### config.mk
export PLATFORM = sky130hd
export DESIGN_NAME = mdcs_core
export DESIGN_NICKNAME = d
export VERILOG_FILES = /design/src/pkg/mdcs_pkg.sv /design/src/core/mdcs_core.sv
export VERILOG_INCLUDE_DIRS = /design/src /design/src/pkg
export SDC_FILE = /design/constraint.sdc
export NUM_CORES = 1
export LEC_CHECK = 0
export ABC_CLOCK_PERIOD_IN_PS = 4700
export BUFFER_PORTS_ARGS = -buffer_cell sky130_fd_sc_hd__clkbuf_2
export CAP_MARGIN = 20
export CORE_UTILIZATION = 35
export CTS_CLUSTER_DIAMETER = 120
export DETAILED_ROUTE_END_ITERATION = 12
export PLACE_DENSITY = 0.61
export SLEW_MARGIN = 5
export SYNTH_ARGS = -nofsm -noshare
export SYNTH_HDL_FRONTEND = slang
export SYNTH_SLANG_ARGS = --single-unit
### constraint.sdc
create_clock -name pclk -period 4.7 [get_ports pclk]
set_clock_uncertainty 0.05 [all_clocks]
set_input_delay 0.235 -clock pclk [delete_from_list [all_inputs] [get_ports pclk]]
set_output_delay 0.235 -clock pclk [all_outputs]
set_load 0.03 [all_outputs]
### src/pkg/mdcs_params.svh
// Constants of the management serial control block: offsets, fields,
// reset values and frame timing.
// Assumes a 32-bit APB register port with one word per register.
`ifndef MDCS_PARAMS_SVH
`define MDCS_PARAMS_SVH

// ****************************************************************
// Register byte offsets
// ****************************************************************
`define MDCS_OFS_IDENT 12'h000
`define MDCS_OFS_CTRL 12'h004
`define MDCS_OFS_ACK 12'h008
`define MDCS_OFS_IRQ_STS 12'h030
`define MDCS_OFS_IRQ_MASK 12'h034

// ****************************************************************
// Control register fields
// ****************************************************************
`define MDCS_CTRL_IDLE 31
`define MDCS_CTRL_ENABLE 30
`define MDCS_CTRL_CHAN_LO 24
`define MDCS_CTRL_PREAMBLE_OFF 20
`define MDCS_CTRL_FAULT 19
`define MDCS_CTRL_FAULT_EN 18
`define MDCS_HIGHEST_CHANNEL 5'h01
`define MDCS_DIV_RESET 16'h00FF

// ****************************************************************
// Interrupt status bits
// ****************************************************************
`define MDCS_IRQ_DONE 0
`define MDCS_IRQ_FAULT 1

// ****************************************************************
// Frame layout, bit positions within one 64-bit frame
// ****************************************************************
`define MDCS_BIT_START 6'd0
`define MDCS_BIT_HEADER 6'd32
`define MDCS_BIT_PHY 6'd36
`define MDCS_BIT_REG 6'd41
`define MDCS_BIT_TA0 6'd46
`define MDCS_BIT_TA1 6'd47
`define MDCS_BIT_DATA 6'd48
`define MDCS_BIT_LAST 6'd63

`endif

### src/pkg/mdcs_pkg.sv
// Types of the management serial control block.
// Assumes the constants header is included by each user.
package mdcs_pkg;

    // ************************************************************
    // Frame engine states
    // ************************************************************
    typedef enum logic {
        MDCS_IDLE,
        MDCS_FRAME
    } mdcs_state_e;

    // ************************************************************
    // Whole state of the block
    // ************************************************************
    typedef struct packed {
        mdcs_state_e state;   // Frame engine state
        logic enable;         // Engine enable
        logic preamble_off;   // Preamble suppression
        logic fault;          // Pin readback fault flag
        logic fault_en;       // Fault detection enable
        logic [15:0] div;     // Clock divider
        logic [15:0] div_cnt; // Divider phase counter
        logic mdc;            // Serial clock level
        logic armed;          // First bit of frame driven
        logic [5:0] bit_idx;  // Current frame bit
        logic op_write;       // Frame is a write
        logic op_poll;        // Frame came from polling
        logic [4:0] phy;      // Target PHY address
        logic [4:0] regad;    // Target register address
        logic [15:0] wdata;   // Write data
        logic [15:0] rdata;   // Read data shift register
        logic ack_ok;         // PHY acknowledged turnaround
        logic mdio_o;         // Serial data output level
        logic mdio_oe;        // Serial data output enable
        logic [31:0] ack;     // Per-address acknowledge bits
        logic [1:0] irq_sts;  // Sticky interrupt events
        logic [1:0] irq_mask; // Interrupt mask
        logic [31:0] prdata;  // Registered read data
        logic done;           // Completion pulse
        logic done_ack;       // Completion acknowledge result
    } mdcs_state_s;

endpackage : mdcs_pkg

### src/core/mdcs_core.sv
// Management serial master: identification, control and acknowledge
// status registers over APB, plus the frame engine they steer.
// Assumes pins are synchronous to pclk and requests come from the
// user-access and polling logic outside this file.
//
// Operation
// (RL1) Identification high half holds module type
// (RL2) Identification second byte holds major revision
// (RL3) Identification low byte holds minor revision
// (RL4) Control bit 31 reads engine idle
// (RL5) Control bit 30 enables the engine
// (RL6) Disable mid-frame finishes frame, then idles
// (RL7) Bits 28-24 read highest channel, one
// (RL8) Control bit 20 suppresses frame preamble
// (RL9) Pin readback mismatch sets fault, resets engine
// (RL10) Fault flag cleared by writing one
// (RL11) Control bit 18 gates fault detection
// (RL12) Serial clock is pclk over divider plus one
// (RL13) Divider zero stops the serial clock
// (RL14) Acknowledge register resets zero, write-one clears
// (RL15) Acknowledge bit follows last access result
// (RL16) User and polling accesses both update it
// (RL17) Reserved control bits read zero
`timescale 1ns/1ps
`include "mdcs_params.svh"

module mdcs_core
    import mdcs_pkg::*;
#(
    parameter logic [15:0] MODULE_TYPE_CODE = 16'h00A5, // Arbitrary value
    parameter logic [7:0] MAJOR_REVISION = 8'h02,       // Arbitrary value
    parameter logic [7:0] MINOR_REVISION = 8'h00        // Arbitrary value
) (
    input wire logic pclk,
    input wire logic presetn,

    // APB slave
    input wire logic psel,
    input wire logic penable,
    input wire logic pwrite,
    input wire logic [11:0] paddr,
    input wire logic [31:0] pwdata,
    output logic [31:0] prdata,
    output logic pready,
    output logic pslverr,

    // Access requests from user channels and the poller
    input wire logic req_valid,
    output logic req_ready,
    input wire logic req_write,
    input wire logic req_poll,
    input wire logic [4:0] req_phy,
    input wire logic [4:0] req_reg,
    input wire logic [15:0] req_wdata,
    output logic done,
    output logic done_ack,
    output logic done_poll,
    output logic [4:0] done_phy,
    output logic [15:0] done_rdata,

    // Serial pins
    output logic mgmt_serial_clock,
    output logic mdio_o,
    output logic mdio_oe,
    input wire logic mdio_i,

    // Interrupt
    output logic irq
);

    // ************************************************************
    // Helper functions
    // ************************************************************

    // Register select code: 0 ident, 1 ctrl, 2 ack, 3 irq sts,
    // 4 irq mask, 7 unmapped
    function automatic logic [2:0] reg_sel(input logic [11:0] a);
        case (a)
            `MDCS_OFS_IDENT: reg_sel = 3'h0;
            `MDCS_OFS_CTRL: reg_sel = 3'h1;
            `MDCS_OFS_ACK: reg_sel = 3'h2;
            `MDCS_OFS_IRQ_STS: reg_sel = 3'h3;
            `MDCS_OFS_IRQ_MASK: reg_sel = 3'h4;
            default: reg_sel = 3'h7;
        endcase
    endfunction : reg_sel

    // Output enable and level for one frame bit; MSB-first fields
    function automatic logic [1:0] frame_bit(
        input logic [5:0] idx,
        input logic wr,
        input logic [4:0] phy,
        input logic [4:0] regad,
        input logic [15:0] wd
    );
        logic [5:0] off;
        off = 6'h00;

        if (idx < `MDCS_BIT_HEADER) begin
            // Preamble: all ones
            frame_bit = 2'b11;
        end else if (idx < `MDCS_BIT_HEADER + 6'd2) begin
            // Start code 01
            frame_bit = {1'b1, idx[0]};
        end else if (idx < `MDCS_BIT_PHY) begin
            // Opcode: write 01, read 10
            frame_bit = {1'b1, idx[0] ? wr : ~wr};
        end else if (idx < `MDCS_BIT_REG) begin
            off = idx - `MDCS_BIT_PHY;
            frame_bit = {1'b1, phy[3'(3'd4 - off[2:0])]};
        end else if (idx < `MDCS_BIT_TA0) begin
            off = idx - `MDCS_BIT_REG;
            frame_bit = {1'b1, regad[3'(3'd4 - off[2:0])]};
        end else if (!wr) begin
            // Read: release for turnaround and data
            frame_bit = 2'b00;
        end else if (idx == `MDCS_BIT_TA0) begin
            frame_bit = 2'b11;
        end else if (idx == `MDCS_BIT_TA1) begin
            frame_bit = 2'b10;
        end else begin
            off = `MDCS_BIT_LAST - idx;
            frame_bit = {1'b1, wd[off[3:0]]};
        end
    endfunction : frame_bit

    // ************************************************************
    // State and combinational helpers
    // ************************************************************
    mdcs_state_s s_q;     // Registered state
    mdcs_state_s s_d;     // Next state

    logic [2:0] sel;      // Decoded register
    logic setup_ph;       // APB setup cycle
    logic wr_acc;         // APB write completes
    logic rd_acc;         // APB read completes

    logic [15:0] cnt_nx;  // Next divider count

    logic [16:0] half;    // High time of serial clock
    logic mdc_nx;         // Next serial clock level
    logic rise;           // Serial clock rising edge this cycle
    logic fall;           // Serial clock falling edge this cycle

    logic [1:0] fb;       // Frame bit for current index
    logic fault_hit;      // Readback mismatch seen
    logic done_ev;        // Frame completes this cycle
    logic [31:0] ctrl_rd; // Control register read view

    assign sel = reg_sel(paddr);

    assign setup_ph = psel && !penable;
    assign wr_acc = psel && penable && pwrite;
    assign rd_acc = psel && penable && !pwrite;

    // Zero wait state; read data was latched in the setup cycle
    assign pready = 1'b1;

    assign pslverr = psel && penable && (sel == 3'h7);
    assign prdata = s_q.prdata;

    // New frames only when enabled, idle and clock running
    assign req_ready = (s_q.state == MDCS_IDLE) && s_q.enable // RL5
        && (s_q.div != 16'h0000);

    assign mgmt_serial_clock = s_q.mdc;
    assign mdio_o = s_q.mdio_o;
    assign mdio_oe = s_q.mdio_oe;

    assign done = s_q.done;
    assign done_ack = s_q.done_ack;
    assign done_poll = s_q.op_poll;
    assign done_phy = s_q.phy;
    assign done_rdata = s_q.rdata;

    assign irq = |(s_q.irq_sts & s_q.irq_mask);

    // Control read view; unused positions stay zero
    always_comb begin
        ctrl_rd = 32'h0000_0000; // RL17

        ctrl_rd[`MDCS_CTRL_IDLE] = (s_q.state == MDCS_IDLE); // RL4
        ctrl_rd[`MDCS_CTRL_ENABLE] = s_q.enable;
        ctrl_rd[`MDCS_CTRL_CHAN_LO +: 5] = `MDCS_HIGHEST_CHANNEL; // RL7

        ctrl_rd[`MDCS_CTRL_PREAMBLE_OFF] = s_q.preamble_off;
        ctrl_rd[`MDCS_CTRL_FAULT] = s_q.fault;
        ctrl_rd[`MDCS_CTRL_FAULT_EN] = s_q.fault_en;
        ctrl_rd[15:0] = s_q.div;
    end

    // ************************************************************
    // Serial clock divider
    // ************************************************************

    // One serial period spans div+1 pclk cycles, high for the first
    // half; a zero divider holds the pin low
    always_comb begin
        half = ({1'b0, s_q.div} + 17'h00001) >> 1;

        if (s_q.div == 16'h0000) begin
            cnt_nx = 16'h0000; // RL13
            mdc_nx = 1'b0; // RL13
        end else begin
            cnt_nx = (s_q.div_cnt >= s_q.div) ? 16'h0000 // RL12
                : s_q.div_cnt + 16'h0001;
            mdc_nx = ({1'b0, cnt_nx} < half); // RL12
        end

        rise = mdc_nx && !s_q.mdc;
        fall = !mdc_nx && s_q.mdc;
    end

    // ************************************************************
    // Next-state logic
    // ************************************************************

    // Frame engine, register writes, sticky flags and read data
    always_comb begin
        s_d = s_q;
        s_d.div_cnt = cnt_nx;
        s_d.mdc = mdc_nx;
        s_d.done = 1'b0;

        fb = frame_bit(s_q.bit_idx, s_q.op_write, s_q.phy, s_q.regad,
            s_q.wdata);
        fault_hit = 1'b0;
        done_ev = 1'b0;

        // Frame engine
        case (s_q.state)
            MDCS_IDLE: begin
                // Idle always releases the data pin
                s_d.mdio_oe = 1'b0;
                if (req_valid && req_ready) begin
                    s_d.state = MDCS_FRAME;
                    s_d.armed = 1'b0;
                    s_d.bit_idx = s_q.preamble_off ? `MDCS_BIT_HEADER // RL8
                        : `MDCS_BIT_START;

                    s_d.op_write = req_write;
                    s_d.op_poll = req_poll;
                    s_d.phy = req_phy;
                    s_d.regad = req_reg;
                    s_d.wdata = req_wdata;

                    s_d.rdata = 16'h0000;
                    s_d.ack_ok = req_write;
                end
            end
            MDCS_FRAME: begin
                // Enable is not checked here, so a disable lets the
                // current frame run out before the engine halts
                if (fall) begin
                    s_d.mdio_oe = fb[1]; // RL6
                    s_d.mdio_o = fb[0];
                    s_d.armed = 1'b1;
                end else if (rise && s_q.armed) begin
                    // Readback check only while driving
                    if (s_q.fault_en && s_q.mdio_oe // RL11
                        && (mdio_i != s_q.mdio_o)) begin
                        fault_hit = 1'b1; // RL9
                    end

                    if (!s_q.op_write && s_q.bit_idx == `MDCS_BIT_TA1) begin
                        // PHY pulls low in turnaround to acknowledge
                        s_d.ack_ok = !mdio_i;
                    end

                    if (!s_q.op_write && s_q.bit_idx >= `MDCS_BIT_DATA) begin
                        s_d.rdata = {s_q.rdata[14:0], mdio_i};
                    end

                    if (s_q.bit_idx == `MDCS_BIT_LAST) begin
                        done_ev = !fault_hit;
                    end else begin
                        s_d.bit_idx = s_q.bit_idx + 6'd1;
                    end
                end

                if (fault_hit) begin
                    // Physical fault: abandon frame, engine back to idle
                    s_d.state = MDCS_IDLE; // RL9
                    s_d.mdio_oe = 1'b0;
                end else if (done_ev) begin
                    s_d.state = MDCS_IDLE; // RL6
                    s_d.mdio_oe = 1'b0;
                    s_d.done = 1'b1;
                    s_d.done_ack = s_d.ack_ok;
                end
            end
            default: begin
                s_d.state = MDCS_IDLE;
                s_d.mdio_oe = 1'b0;
            end
        endcase

        // Register writes
        if (wr_acc) begin
            case (sel)
                3'h1: begin
                    s_d.enable = pwdata[`MDCS_CTRL_ENABLE]; // RL5
                    s_d.preamble_off = pwdata[`MDCS_CTRL_PREAMBLE_OFF]; // RL8
                    s_d.fault_en = pwdata[`MDCS_CTRL_FAULT_EN]; // RL11
                    s_d.div = pwdata[15:0]; // RL12

                    if (pwdata[`MDCS_CTRL_FAULT]) begin
                        s_d.fault = 1'b0; // RL10
                    end
                end
                3'h2: begin
                    s_d.ack = s_q.ack & ~pwdata; // RL14
                end
                3'h4: begin
                    s_d.irq_mask = pwdata[1:0];
                end
                default: begin
                    // Identification, status and unmapped ignore writes
                end
            endcase
        end

        // Reading interrupt status clears only what the read returned
        if (rd_acc && sel == 3'h3) begin
            s_d.irq_sts = s_q.irq_sts & ~s_q.prdata[1:0];
        end

        // Hardware sets come after clears so a coincident event wins
        if (fault_hit) begin
            s_d.fault = 1'b1; // RL9
            s_d.irq_sts[`MDCS_IRQ_FAULT] = 1'b1;
        end

        if (done_ev) begin
            // Both user and polling frames report their result here
            s_d.ack[s_q.phy] = s_d.ack_ok; // RL15 RL16
            s_d.irq_sts[`MDCS_IRQ_DONE] = 1'b1;
        end

        // Read data is latched in the setup cycle
        if (setup_ph && !pwrite) begin
            case (sel)
                3'h0: s_d.prdata = {MODULE_TYPE_CODE, // RL1
                    MAJOR_REVISION, MINOR_REVISION}; // RL2 RL3
                3'h1: s_d.prdata = ctrl_rd;
                3'h2: s_d.prdata = s_q.ack; // RL14
                3'h3: s_d.prdata = {30'h0000_0000, s_q.irq_sts};
                3'h4: s_d.prdata = {30'h0000_0000, s_q.irq_mask};
                default: s_d.prdata = 32'h0000_0000;
            endcase
        end
    end

    // ************************************************************
    // State register
    // ************************************************************

    // Single register bank; reset gives idle, disabled, divider 255
    always_ff @(posedge pclk or negedge presetn) begin
        if (!presetn) begin
            s_q <= '0;

            s_q.state <= MDCS_IDLE;
            s_q.div <= `MDCS_DIV_RESET; // RL12
            s_q.ack <= 32'h0000_0000; // RL14
        end else begin
            s_q <= s_d;
        end
    end

endmodule : mdcs_core

; Yosys cells after proc, flatten, opt, wreduce, memory -nomap -nowiden
; Cells that the tools add are included.
[op_classes]
order_cmp = 13
mux = 69
bitwise = 8
n_eq_ne = 20
n_reduce_logical = 44
n_addsub = 8
[ops]
columns = cell, n
row1 = case mux 32 bit (5 select lines), 1
row2 = 2-to-1 mux 32 bit, 3
row3 = 2-to-1 mux 52 bit, 1
row4 = 2-to-1 mux 16 bit, 3
row5 = 2-to-1 mux 18 bit, 2
row6 = 2-to-1 mux 17 bit, 2
row7 = case mux 17 bit (2 select lines), 1
row8 = 2-to-1 mux 1 bit, 33
row9 = bitwise AND 32 bit, 1
row10 = bitwise mux 32 bit, 1
row11 = inverter 32 bit, 1
row12 = < comparator 6 bit (second input constant), 5
row13 = == test 12 x 6 -> 1 bit (second input constant), 2
row14 = 2-to-1 mux 6 bit, 4
row15 = 2-to-1 mux 2 bit, 10
row16 = == test 6 bit (second input constant), 3
row17 = logical AND 1 bit, 18
row18 = adder 16 x 1 -> 17 bit (second input constant), 1
row19 = adder 16 x 1 -> 16 bit (second input constant), 1
row20 = greater-or-equal comparator 16 bit, 1
row21 = logical NOT 16 bit, 1
row22 = < comparator 16 bit, 1
row23 = nonzero test 16 bit, 1
row24 = case mux 3 bit (5 select lines), 1
row25 = other kinds (35), 64
[word_totals]
ff_bits = 162
inputBits = 79
output_inout_bits = 63
word_cells = 188

; Depth between registers and ports, before layout
; Gate-level depths: netlist (run 1).
[logic_depth]
ltp_word = 17
depth_mapped = 19
depth_no_buf = 15

; Least setup slack after synthesis (run 1)
; Ideal clock, no wire load.
[synth_path]
kind = reg2reg
start = reg s_q (netlist bit ctrl_rd[1])
end = reg s_q (netlist bit done_rdata[10])
path_buffers = 2
setup_time_ns = 0.079
stages_incl_launch_ff = 18
required_ns = 4.571
path_slack_ns = 0.182
arrival_time_ns = 4.389
synth_period_minus_slack_ns = 4.518
cell_sequence = dfstp_2 -> inv_1 -> ha_1 -> nor2b_1 -> o211a_1 -> o311ai_1 -> nand4b_1 -> clkbuf_1 -> nor2_1 -> ha_1 -> a211oi_1 -> nor2_1 -> a2111o_1 -> nor4_4 -> a21oi_2 -> nor4_4 -> buf_6 -> mux2i_1
[synth_between]
elab_chain_len = 8
elab_cells_between_ends = 17
cone_classes = add/sub (1) / order compare (2) / eq/ne (3) / mux (2) / reduce/logical (9)
[synth_lines]
columns = item, line_no
row1 = start: declaration, mdcs_core.sv:130  ; mdcs_state_s s_q;
row2 = greater-or-equal comparator 16 bit, mdcs_core.sv:205  ; cnt_nx = (s_q.div_cnt >= s_q.div) ? 16'h0000
row3 = 2-to-1 mux 16 bit, mdcs_core.sv:205
row4 = < comparator 16 bit, mdcs_core.sv:207  ; mdc_nx = ({1'b0, cnt_nx} < half);
row5 = 2-to-1 mux 1 bit, mdcs_core.sv:201  ; if (s_q.div == 16'h0000) begin
row6 = logical AND 1 bit / logical NOT 1 bit (equally long branches), "mdcs_core.sv:210, mdcs_core.sv:211"
row7 = logical AND 1 bit (on tied branches), "mdcs_core.sv:258, mdcs_core.sv:211"
row8 = != test 2 x 1 -> 1 bit (no line) / != test 2 bit (equally long branches), -
row9 = AND reduction 4 bit (no line) *, -
; Every way passes the cells marked *; elsewhere a longest branch is shown, timed or not.
; A chain may end at the register's enable or synchronous reset.

; Final worst setup path (run 1)
[layout_path]
start = reg s_q (netlist bit ctrl_rd[1])
end = reg s_q[120] (netlist bit)
; Same word-level chain as after synthesis.

==> results of run 1 <==
[timing repair]
action / 4_1_cts / 5_1_grt
gates resized for setup: 0 / 4
hold endpoints to repair: 125 / 0
endpoints found under the setup margin: 0 / 61
hold buffers: 36 / 0
[critical path, delay by kind of cell (launching register included)]
kind / cells / cell delay (ns)
AOI/OAI and AO/OA: 6 / 1.62
adders and majority gates: 2 / 0.54
buffers and inverters: 2 / 0.29
and+or+nand+nor: 6 / 1.26
DFF: 1 / 0.56
[flip-flops by register name (all words and copies together), names as in the netlist, 5 cells and up]
name and flops:
prdata 32, done_phy 5, ctrl_rd 20, s_q 83
done_rdata 16
[final cells by class]
class	instances	share of cell area [%]
Timing Repair Buffer	197	11.6
Clock buffer	18	3.89
Clock inverter	14	1.77
Sequential cell	162	36.9
Inverter	46	1.57
Multi-Input combinational cell	729	40.5
Tap cell	335	3.80
[logic make-up (layout without fill, tap and decap cells)]
logic type                 Yosys count  after routing  share of synthesized area (%)
and+or+nand+nor                    463            463                           22.7
DFF                                162            162                           43.8
buffers and inverters              155            275                           8.78
AOI/OAI and AO/OA                  133            133                           8.96
muxes                               65             65                           7.91
adders and majority gates           37             37                           4.98
xor gates and xnor gates            30             30                           2.83
other                                1              1                         0.0404
[path summary, 6_finish.rpt]
path / start / to / slack (ns)
min in group asynchronous: presetn / s_q[139]$_DFF_PN0_ / 0.41
hold reg to reg: s_q[98]$_DFFE_PN0P_ / s_q[98]$_DFFE_PN0P_ / 0.42
setup reg to reg: ctrl_rd[1]$_DFFE_PN1P_ / s_q[120]$_DFFE_PN0P_ / 0.31
max in group asynchronous: presetn / s_q[121]$_DFFE_PN0P_ / 3.13
hold / removal: pwdata[11] / ctrl_rd[11]$_DFFE_PN0P_ / 0.0007
setup / recovery: ctrl_rd[1]$_DFFE_PN1P_ / s_q[120]$_DFFE_PN0P_ / 0.31
[cells in the final DEF (no fill, tap or decap), types with 6 or more instances in the layout]
master / Yosys / layout
nand2_1: 256 / 255
dfrtp_1: 154 / 154
clkbuf_2: 2 / 139
o21ai_0: 56 / 56
nand3_1: 55 / 55
mux2i_1: 52 / 52
nor2_1: 51 / 50
inv_1: 46 / 46
ha_1: 37 / 37
dlygate4sd3_1: 0 / 36
nor3_1: 27 / 24
xnor2_1: 19 / 19
a22oi_1: 19 / 19
a21oi_1: 17 / 17
clkbuf_16: 0 / 17
buf_4: 56 / 16
nand4_1: 14 / 14
xor2_1: 11 / 11
and3_1: 10 / 10
dfstp_2: 8 / 8
a31oi_1: 7 / 7
mux2_2: 7 / 7
nor2b_1: 6 / 6
mux4_2: 6 / 6
[power by group through the flow]
| stage | clock network [mW] | registers [mW] | logic, mW |
|---|---|---|---|
| after floorplan | 0 | 1.43 | 0.0454 |
| after global placement | 0 | 1.43 | 0.131 |
| after detailed placement | 0 | 1.43 | 0.131 |
| after CTS | 1.52 | 1.40 | 0.154 |
| after global routing | 1.57 | 1.41 | 0.172 |
| final | 1.49 | 1.40 | 0.154 |
[routing by layer]
layer  global-route usage (%)  share of wire, %  vias to the layer above  routed length (µm)
met4                     5.84               1.5                        0                 375
met1                     25.5                46                     3568               11300
li1                         -                 -                     3730                   -
met2                     29.0                47                      218               11400
met3                     3.14               5.3                       25                1290
met5                        0                 0                        -                   0
[through the flow]
stage	util, %	total power [mW]	setup WS (ns)	instances	hold slack, ns
CTS	42.1	3.08	0.128	1499	0.00236
global placement	38.3	1.56	0.201	1431	0.362
floorplan	-	1.47	0.182	1046	-0.111
detailed placement	38.3	1.56	0.158	1431	0.379
global route	42.3	3.15	0.0147	1501	0.00530
finish	42.3	3.05	0.305	1501	0.000739
==> results.txt, run 1 <==
----------------------------------------------------
[Worst setup path]
  Delay of the slowest critical-path stage ... 0.56 ns
  Slowest cell on the critical path ... dfstp_2
  Crit. End Element ... flop
  CP max FO ... 17
  Data required time at the worst endpoint ... 5.01 ns
  Worst Setup Path Type ... reg2reg
  Logic depth of the worst register-to-register path ... 16
  Category of the worst setup path launch point ... flop
  Arrival time reported for the critical path endpoint ... 4.70 ns
  Cell-by-cell trace of the critical path ... inv_1, ha_1, nor2b_1, o211a_1, o311ai_2, nand4b_1, buf_4, nor2_1, ha_1, a211oi_1, nor2_1, a2111o_1, nor4_4, a21oi_2, or4_1, a21oi_1

[Synthesis]
  Ranking of synthesized cells by area ... dfrtp_1 41%, nand2_1 10%, mux2i_1 5.6%
  Most used flip-flop cell after synthesis ... dfrtp_1
  Number of flops mapped to enable cells by yosys ... 0
  Netlist area before placement ... 9290 µm²
  YS warnings ... 0
  Yosys cell types ... 59
  Synth top area share ... 41.5%
  Async set or reset register ratio after synthesis ... 100%
  Proportion of synthesized chip area in sequential cells ... 43.8%
  Post-Synthesis Net Count ... 1162
  Cell type with the largest total area after synthesis ... dfrtp_1
  Flops & latches, synth ... 162
  Gate Count Post-Synth ... 1046
  Cell with the most instances after synthesis ... nand2_1
  Average cell area after synthesis ... 8.88 µm²
  Synth top cells by count ... 256 x nand2_1, 154 x dfrtp_1, 56 x buf_4, 56 x o21ai_0, 55 x nand3_1

[Status]
  Result of the run ... completed

[Timing]
  Worst max-slew margin expressed relative to the limit ... 25.7%
  Final Max Slew Viols ... 0
  Crit share post-route ... 93.5%
  Final Setup Violations ... 0
  Total Negative Setup Slacks ... 0 ns
  Transition time of the tightest slew-check pin ... 1.11 ns
  Fmax achieved ... 0.228 GHz
  Final number of hold-violating endpoints ... 0
  Minimum period implied by the final worst setup slack ... 4.39 ns
  Setup repair after global routing missed its margin ... false

[Drt]
  Final antenna-violating net count ... 0
  Pre-Repair DR Iteration Count ... 5
  Total via count after detailed routing ... 7541
  Total wirelength of the detailed-routed design ... 24.4 mm
  Residual DRC count ... 0
  Avg Vias per Cell ... 5.02
  Routed length per placed instance ... 16.2 µm
  DRC marker count from the first detailed-route iteration ... 450

[Cells and area]
  Area Overhead vs Synth ... 18.7%
  Combined area of the multi-input logic cells ... 4470 µm²
  Fillers ... 2635
  Final nets ... 1269
  Final Cell Area ... 11000 µm²
  Fraction of final layout cells with drive strength greater than 1 ... 19.6%
  Antenna diodes ... 0
  Seq. cell area ... 4060 µm²

[Pwr]
  Pint ... 2.32 mW
  Switching power of the nets ... 0.728 mW
  Combinational power share ... 5.0%
  Proportion of power drawn by flip-flops and latches ... 46.1%
  Sw Ratio ... 23.9%
  Power density of the placed cells ... 276 nW/µm²
  Max rail drop VDD ... 0.192 mV
  Leakage power total ... 5.44 nW
  Clock network fraction of total power ... 48.8%

[Clock tree]
  H-tree depth reported by CTS ... 4
  Clock tree from TritonCTS ... done
  Post-CTS Setup Repair Bufs ... 0
  TritonCTS sink count ... 162
  Root Buffer Master ... clkbuf_16
  Deepest clock path buffer count ... 2
  Clock latency reported for the late side of the worst-skew pair ... 0.43 ns
  Clock slew at the register clock pins of the worst setup and hold paths ... 0.07 ns
  Number of buffers created by CTS ... 17

[Min path]
  Worst Hold Path Cells ... 3
  Class of the most critical hold timing path ... in2reg

[Global route]
  Total global routing overflow ... 0
  Global-route wire length before repair ... 38.7 mm
  Pin count of the biggest net entering global routing ... 101
  GRT Overall Usage ... 18.4%
  Number of antenna violations at the first check in global routing ... 0
  Number of global-route vias before repair ... 7240

[Job]
  Max cap viols ... 0

[Floorplan]
  Boundary pin count ... 142
  Num rows ... 59
  Initial core utilization ... 35.6%
  Die height ... 165 µm
  Die outline area ... 27200 µm²
  Floorplan core area ... 26100 µm²
  Die X-Extent ... 165 µm

[Placed design]
  Placement Cell Area ... 9990 µm²
  Port Buffer Count ... 140
  Detailed Place HPWL ... 17.5 mm
  Last weighted congestion value of the routability-driven placer ... 0.831

----------------------------------------------------
No activity file was read; power rests on OpenSTA's default activity.
==> run 2: changes to the inputs <==
ABC_CLOCK_PERIOD_IN_PS = 4100   (was 4700)
PLACE_DENSITY = 0.6   (was 0.61)
clock period = 4.1 ns   (was 4.7 ns; I/O delays follow)
==> run 2 against run 1 <==
Effect of this change:
- the flow now finishes with violations (setup timing)
- highest routed layer unchanged
- core utilization grew 3.1 points
- wire length grew 5.3%
- power grew 15%
- first-iteration DRC count grew 14%
- combinational power grew 28%
- worst setup slack lost 0.35 ns
- non-clock buffer count grew 67
- global-route usage grew 0.57 points
- clock power grew 13%
- sequential power grew 15%
- final cell count grew 4.4%
==> results.txt, run 2 (synthesis results as in run 1) <==
----------------------------------------------------
[Clock tree]
  Root Buffer Master ... clkbuf_16
  Number of buffers created by CTS ... 17 (unchanged)
  Clock tree from TritonCTS ... done
  Clock latency reported for the late side of the worst-skew pair ... 0.43 ns (about the same)
  H-tree depth reported by CTS ... 4 (unchanged)
  TritonCTS sink count ... 162 (unchanged)
  Deepest clock path buffer count ... 2 (unchanged)
  Clock slew at the register clock pins of the worst setup and hold paths ... 0.07 ns (about the same)

[Global route]
  Total global routing overflow ... 0 (unchanged)
  Global-route wire length before repair ... 39.8 mm (+2.7%)
  GRT Overall Usage ... 18.9% (+0.57 points)
  Pin count of the biggest net entering global routing ... 86 (-15%)
  Number of global-route vias before repair ... 7622 (+5.3%)
  Number of antenna violations at the first check in global routing ... 0 (unchanged)

[Timing]
  Fmax achieved ... 0.241 GHz (+5.9%)
  Final number of hold-violating endpoints ... 0 (unchanged)
  Worst hold margin ... 0.00790 ns (+0.00716 ns)
  Final Max Slew Viols ... 0 (unchanged)
  Final Setup Violations ... 37 (+37)
  Crit share post-route ... 101% (+7.7 points)
  Transition time of the tightest slew-check pin ... 0.912 ns (-0.199 ns)
  Setup repair after global routing missed its margin ... true
  Fin worst setup slack ... -0.0491 ns (-0.355 ns)
  Worst max-slew margin expressed relative to the limit ... 38.7% (+13 points)
  Minimum period implied by the final worst setup slack ... 4.15 ns (-0.245 ns)
  Total Negative Setup Slacks ... -0.996 ns (-0.996 ns)

[Floorplan]
  Num rows ... 59 (unchanged)
  Boundary pin count ... 142 (unchanged)
  Floorplan core area ... 26100 µm² (unchanged)
  Die X-Extent ... 165 µm (unchanged)
  Die height ... 165 µm (unchanged)
  Initial core utilization ... 35.6% (unchanged)
  Die outline area ... 27200 µm² (unchanged)

[Worst setup path]
  Slowest cell on the critical path ... dfstp_2
  Reg2Reg Capture Point ... s_q[51]$_DFF_PN0_
  Cell-by-cell trace of the critical path ... inv_2, ha_4, nor2b_4, o211a_1, o311ai_4, nand4b_1, buf_6, clkbuf_16, nor2_1, ha_1, nand2_1, o21ai_1, a2111o_1, nor4_4, buf_4, a211oi_4, a211oi_4, buf_12, mux2i_1
  Count of buffering cells on the critical path with inverters included ... 5 (+3)
  CP max FO ... 33 (+16)
  Delay of the slowest critical-path stage ... 0.54 ns (-0.02 ns)
  Category of the worst setup path launch point ... flop
  Logic depth of the worst register-to-register path ... 19 (+3)
  Library cell appearing most often on the critical path ... a211oi_4
  Cell class contributing the biggest share of worst-path delay ... compound AO/OA/AOI/OAI gates
  Worst setup slack for register-to-register paths ... -0.05 ns (-0.35 ns)
  Reg-to-reg critical path startpoint ... ctrl_rd[1]$_DFFE_PN1P_
  Worst Setup Path Type ... reg2reg
  Data required time at the worst endpoint ... 4.36 ns (-0.65 ns)
  Arrival time reported for the critical path endpoint ... 4.41 ns (-0.29 ns)
  Crit. End Element ... flop

[Placed design]
  Port Buffer Count ... 140 (unchanged)
  Detailed Place HPWL ... 18.2 mm (+4.2%)
  Last weighted congestion value of the routability-driven placer ... 0.848 (+2.0%)

[Pwr]
  Leakage power total ... 5.79 nW (+6.5%)
  Max rail drop VDD ... 0.196 mV (+2.3%)
  Power after layout ... 3.49 mW (+15%)
  Power density of the placed cells ... 295 nW/µm² (+6.8%)

[Drt]
  Final antenna-violating net count ... 0 (unchanged)
  Routed length per placed instance ... 16.4 µm (+0.90%)
  Residual DRC count ... 0 (unchanged)
  Total wirelength of the detailed-routed design ... 25.7 mm (+5.3%)
  Total via count after detailed routing ... 7912 (+4.9%)
  Pre-Repair DR Iteration Count ... 5 (unchanged)
  Avg Vias per Cell ... 5.05 (+0.50%)
  DRC marker count from the first detailed-route iteration ... 513 (+14%)

[Cells and area]
  Combined area of the multi-input logic cells ... 4690 µm² (+5.0%)
  Fillers ... 2524 (-4.2%)
  Leading cell types in the layout, fill and taps excluded ... 255 x nand2_1, 154 x dfrtp_1, 139 x clkbuf_2, 63 x buf_4, 54 x nand3_1
  Flip-flop count of the largest register after layout ... 83 (unchanged)
  Area Overhead vs Synth ... 27.5%
  Seq. cell area ... 4060 µm² (unchanged)
  Largest Register ... s_q
  Fraction of final layout cells with drive strength greater than 1 ... 25.3% (+5.7 points)
  Most common cell after layout, fill and taps aside ... nand2_1
  Antenna diodes ... 0 (unchanged)
  Post-layout utilization of the core ... 45.5% (+3.1 points)
  Final nets ... 1336 (+5.3%)

[Min path]
  End of the worst hold path ... s_q[61]$_DFF_PN0_
  Class of the most critical hold timing path ... in2reg
  Startpoint of the most critical hold path ... pwdata[23]
  Worst Hold Path Cells ... 4 (+1)

[Status]
  Result of the run ... finished, violations left
  Violated checks ... setup timing

[Job]
  Max cap viols ... 0 (unchanged)

----------------------------------------------------
## run 2: changes by cell type in the layout (fill, tap and decap cells not counted), sizes merged
cell,previous run,this run
buf,22,73
clkbuf,157,163
clkinv,2,4
clkinvlp,3,0
dlygate4sd3,36,49
inv,52,49
## run 2: per-stage QoR
| stage | cells | setup WS (ns) | area (µm²) |
|---|---|---|---|
| floorplan | 1046 | -0.0609 | 9360 |
| global placement | 1479 | 0.0214 | 10400 |
| detailed placement | 1479 | -0.0846 | 10400 |
| CTS | 1561 | -0.0282 | 11600 |
| global route | 1567 | -0.224 | 11800 |
| finish | 1567 | -0.0491 | 11800 |
## run 2: cell type report
type | instances | area share, %
tap | 335 | 3.54
clock buffer | 21 | 3.89
timing repair buffer | 264 | 16.0
sequential | 162 | 34.3
multi-input combinational | 729 | 39.6
inverter | 46 | 1.46
clock inverter | 10 | 1.27
## run 2: where the power goes
group          internal [mW]  switching (mW)
logic                 0.0902           0.107
registers               1.60         0.00760
clock network          0.998           0.687
total                   2.69           0.802
## run 2: worst register-to-register path: stages, from the launching register on
cell       delay [ns]
dfstp_2          0.54
inv_2            0.05
ha_4             0.21
nor2b_4          0.12
o211a_1          0.23
o311ai_4         0.23
nand4b_1         0.16
buf_6            0.16
clkbuf_16        0.14
nor2_1           0.11
ha_1             0.24
nand2_1          0.09
o21ai_1          0.08
a2111o_1         0.52
nor4_4           0.29
buf_4            0.20
a211oi_4         0.06
a211oi_4         0.21
buf_12           0.23
mux2i_1          0.12
## run 2: worst max-delay path by stage
stage / cells after the start / from / endpoint / slack (ns)
2_1_floorplan: 17 / ctrl_rd[1]$_DFFE_PN1P_ / done_rdata[10]$_DFFE_PN0P_ / -0.06
3_3_place_gp: 20 / ctrl_rd[1]$_DFFE_PN1P_ / done_rdata[3]$_DFFE_PN0P_ / 0.02
3_5_place_dp: 18 / ctrl_rd[1]$_DFFE_PN1P_ / s_q[51]$_DFF_PN0_ / -0.08
4_1_cts: 18 / ctrl_rd[1]$_DFFE_PN1P_ / s_q[63]$_DFF_PN0_ / -0.03
5_1_grt: 20 / ctrl_rd[1]$_DFFE_PN1P_ / done_rdata[15]$_DFFE_PN0P_ / -0.22
6_report: 19 / ctrl_rd[1]$_DFFE_PN1P_ / s_q[51]$_DFF_PN0_ / -0.05
## run 2: what timing repair did
item	4_1_cts	5_1_grt
hold buffers	49	0
hold endpoints to repair	119	0
setup endpoints to repair	53	63
buffers inserted	1	4
resized for setup	10	36
cloned	1	2
pin swaps	4	11
## run 2: metal layers
| metal | wire length (µm) | vias up | global-route usage, % |
|---|---|---|---|
| met3 | 1040 | 51 | 2.91 |
| met2 | 11900 | 210 | 29.8 |
| met4 | 812 | 0 | 8.55 |
| li1 | - | 3852 | - |
| met5 | 0 | - | 0 |
| met1 | 11900 | 3799 | 25.6 |
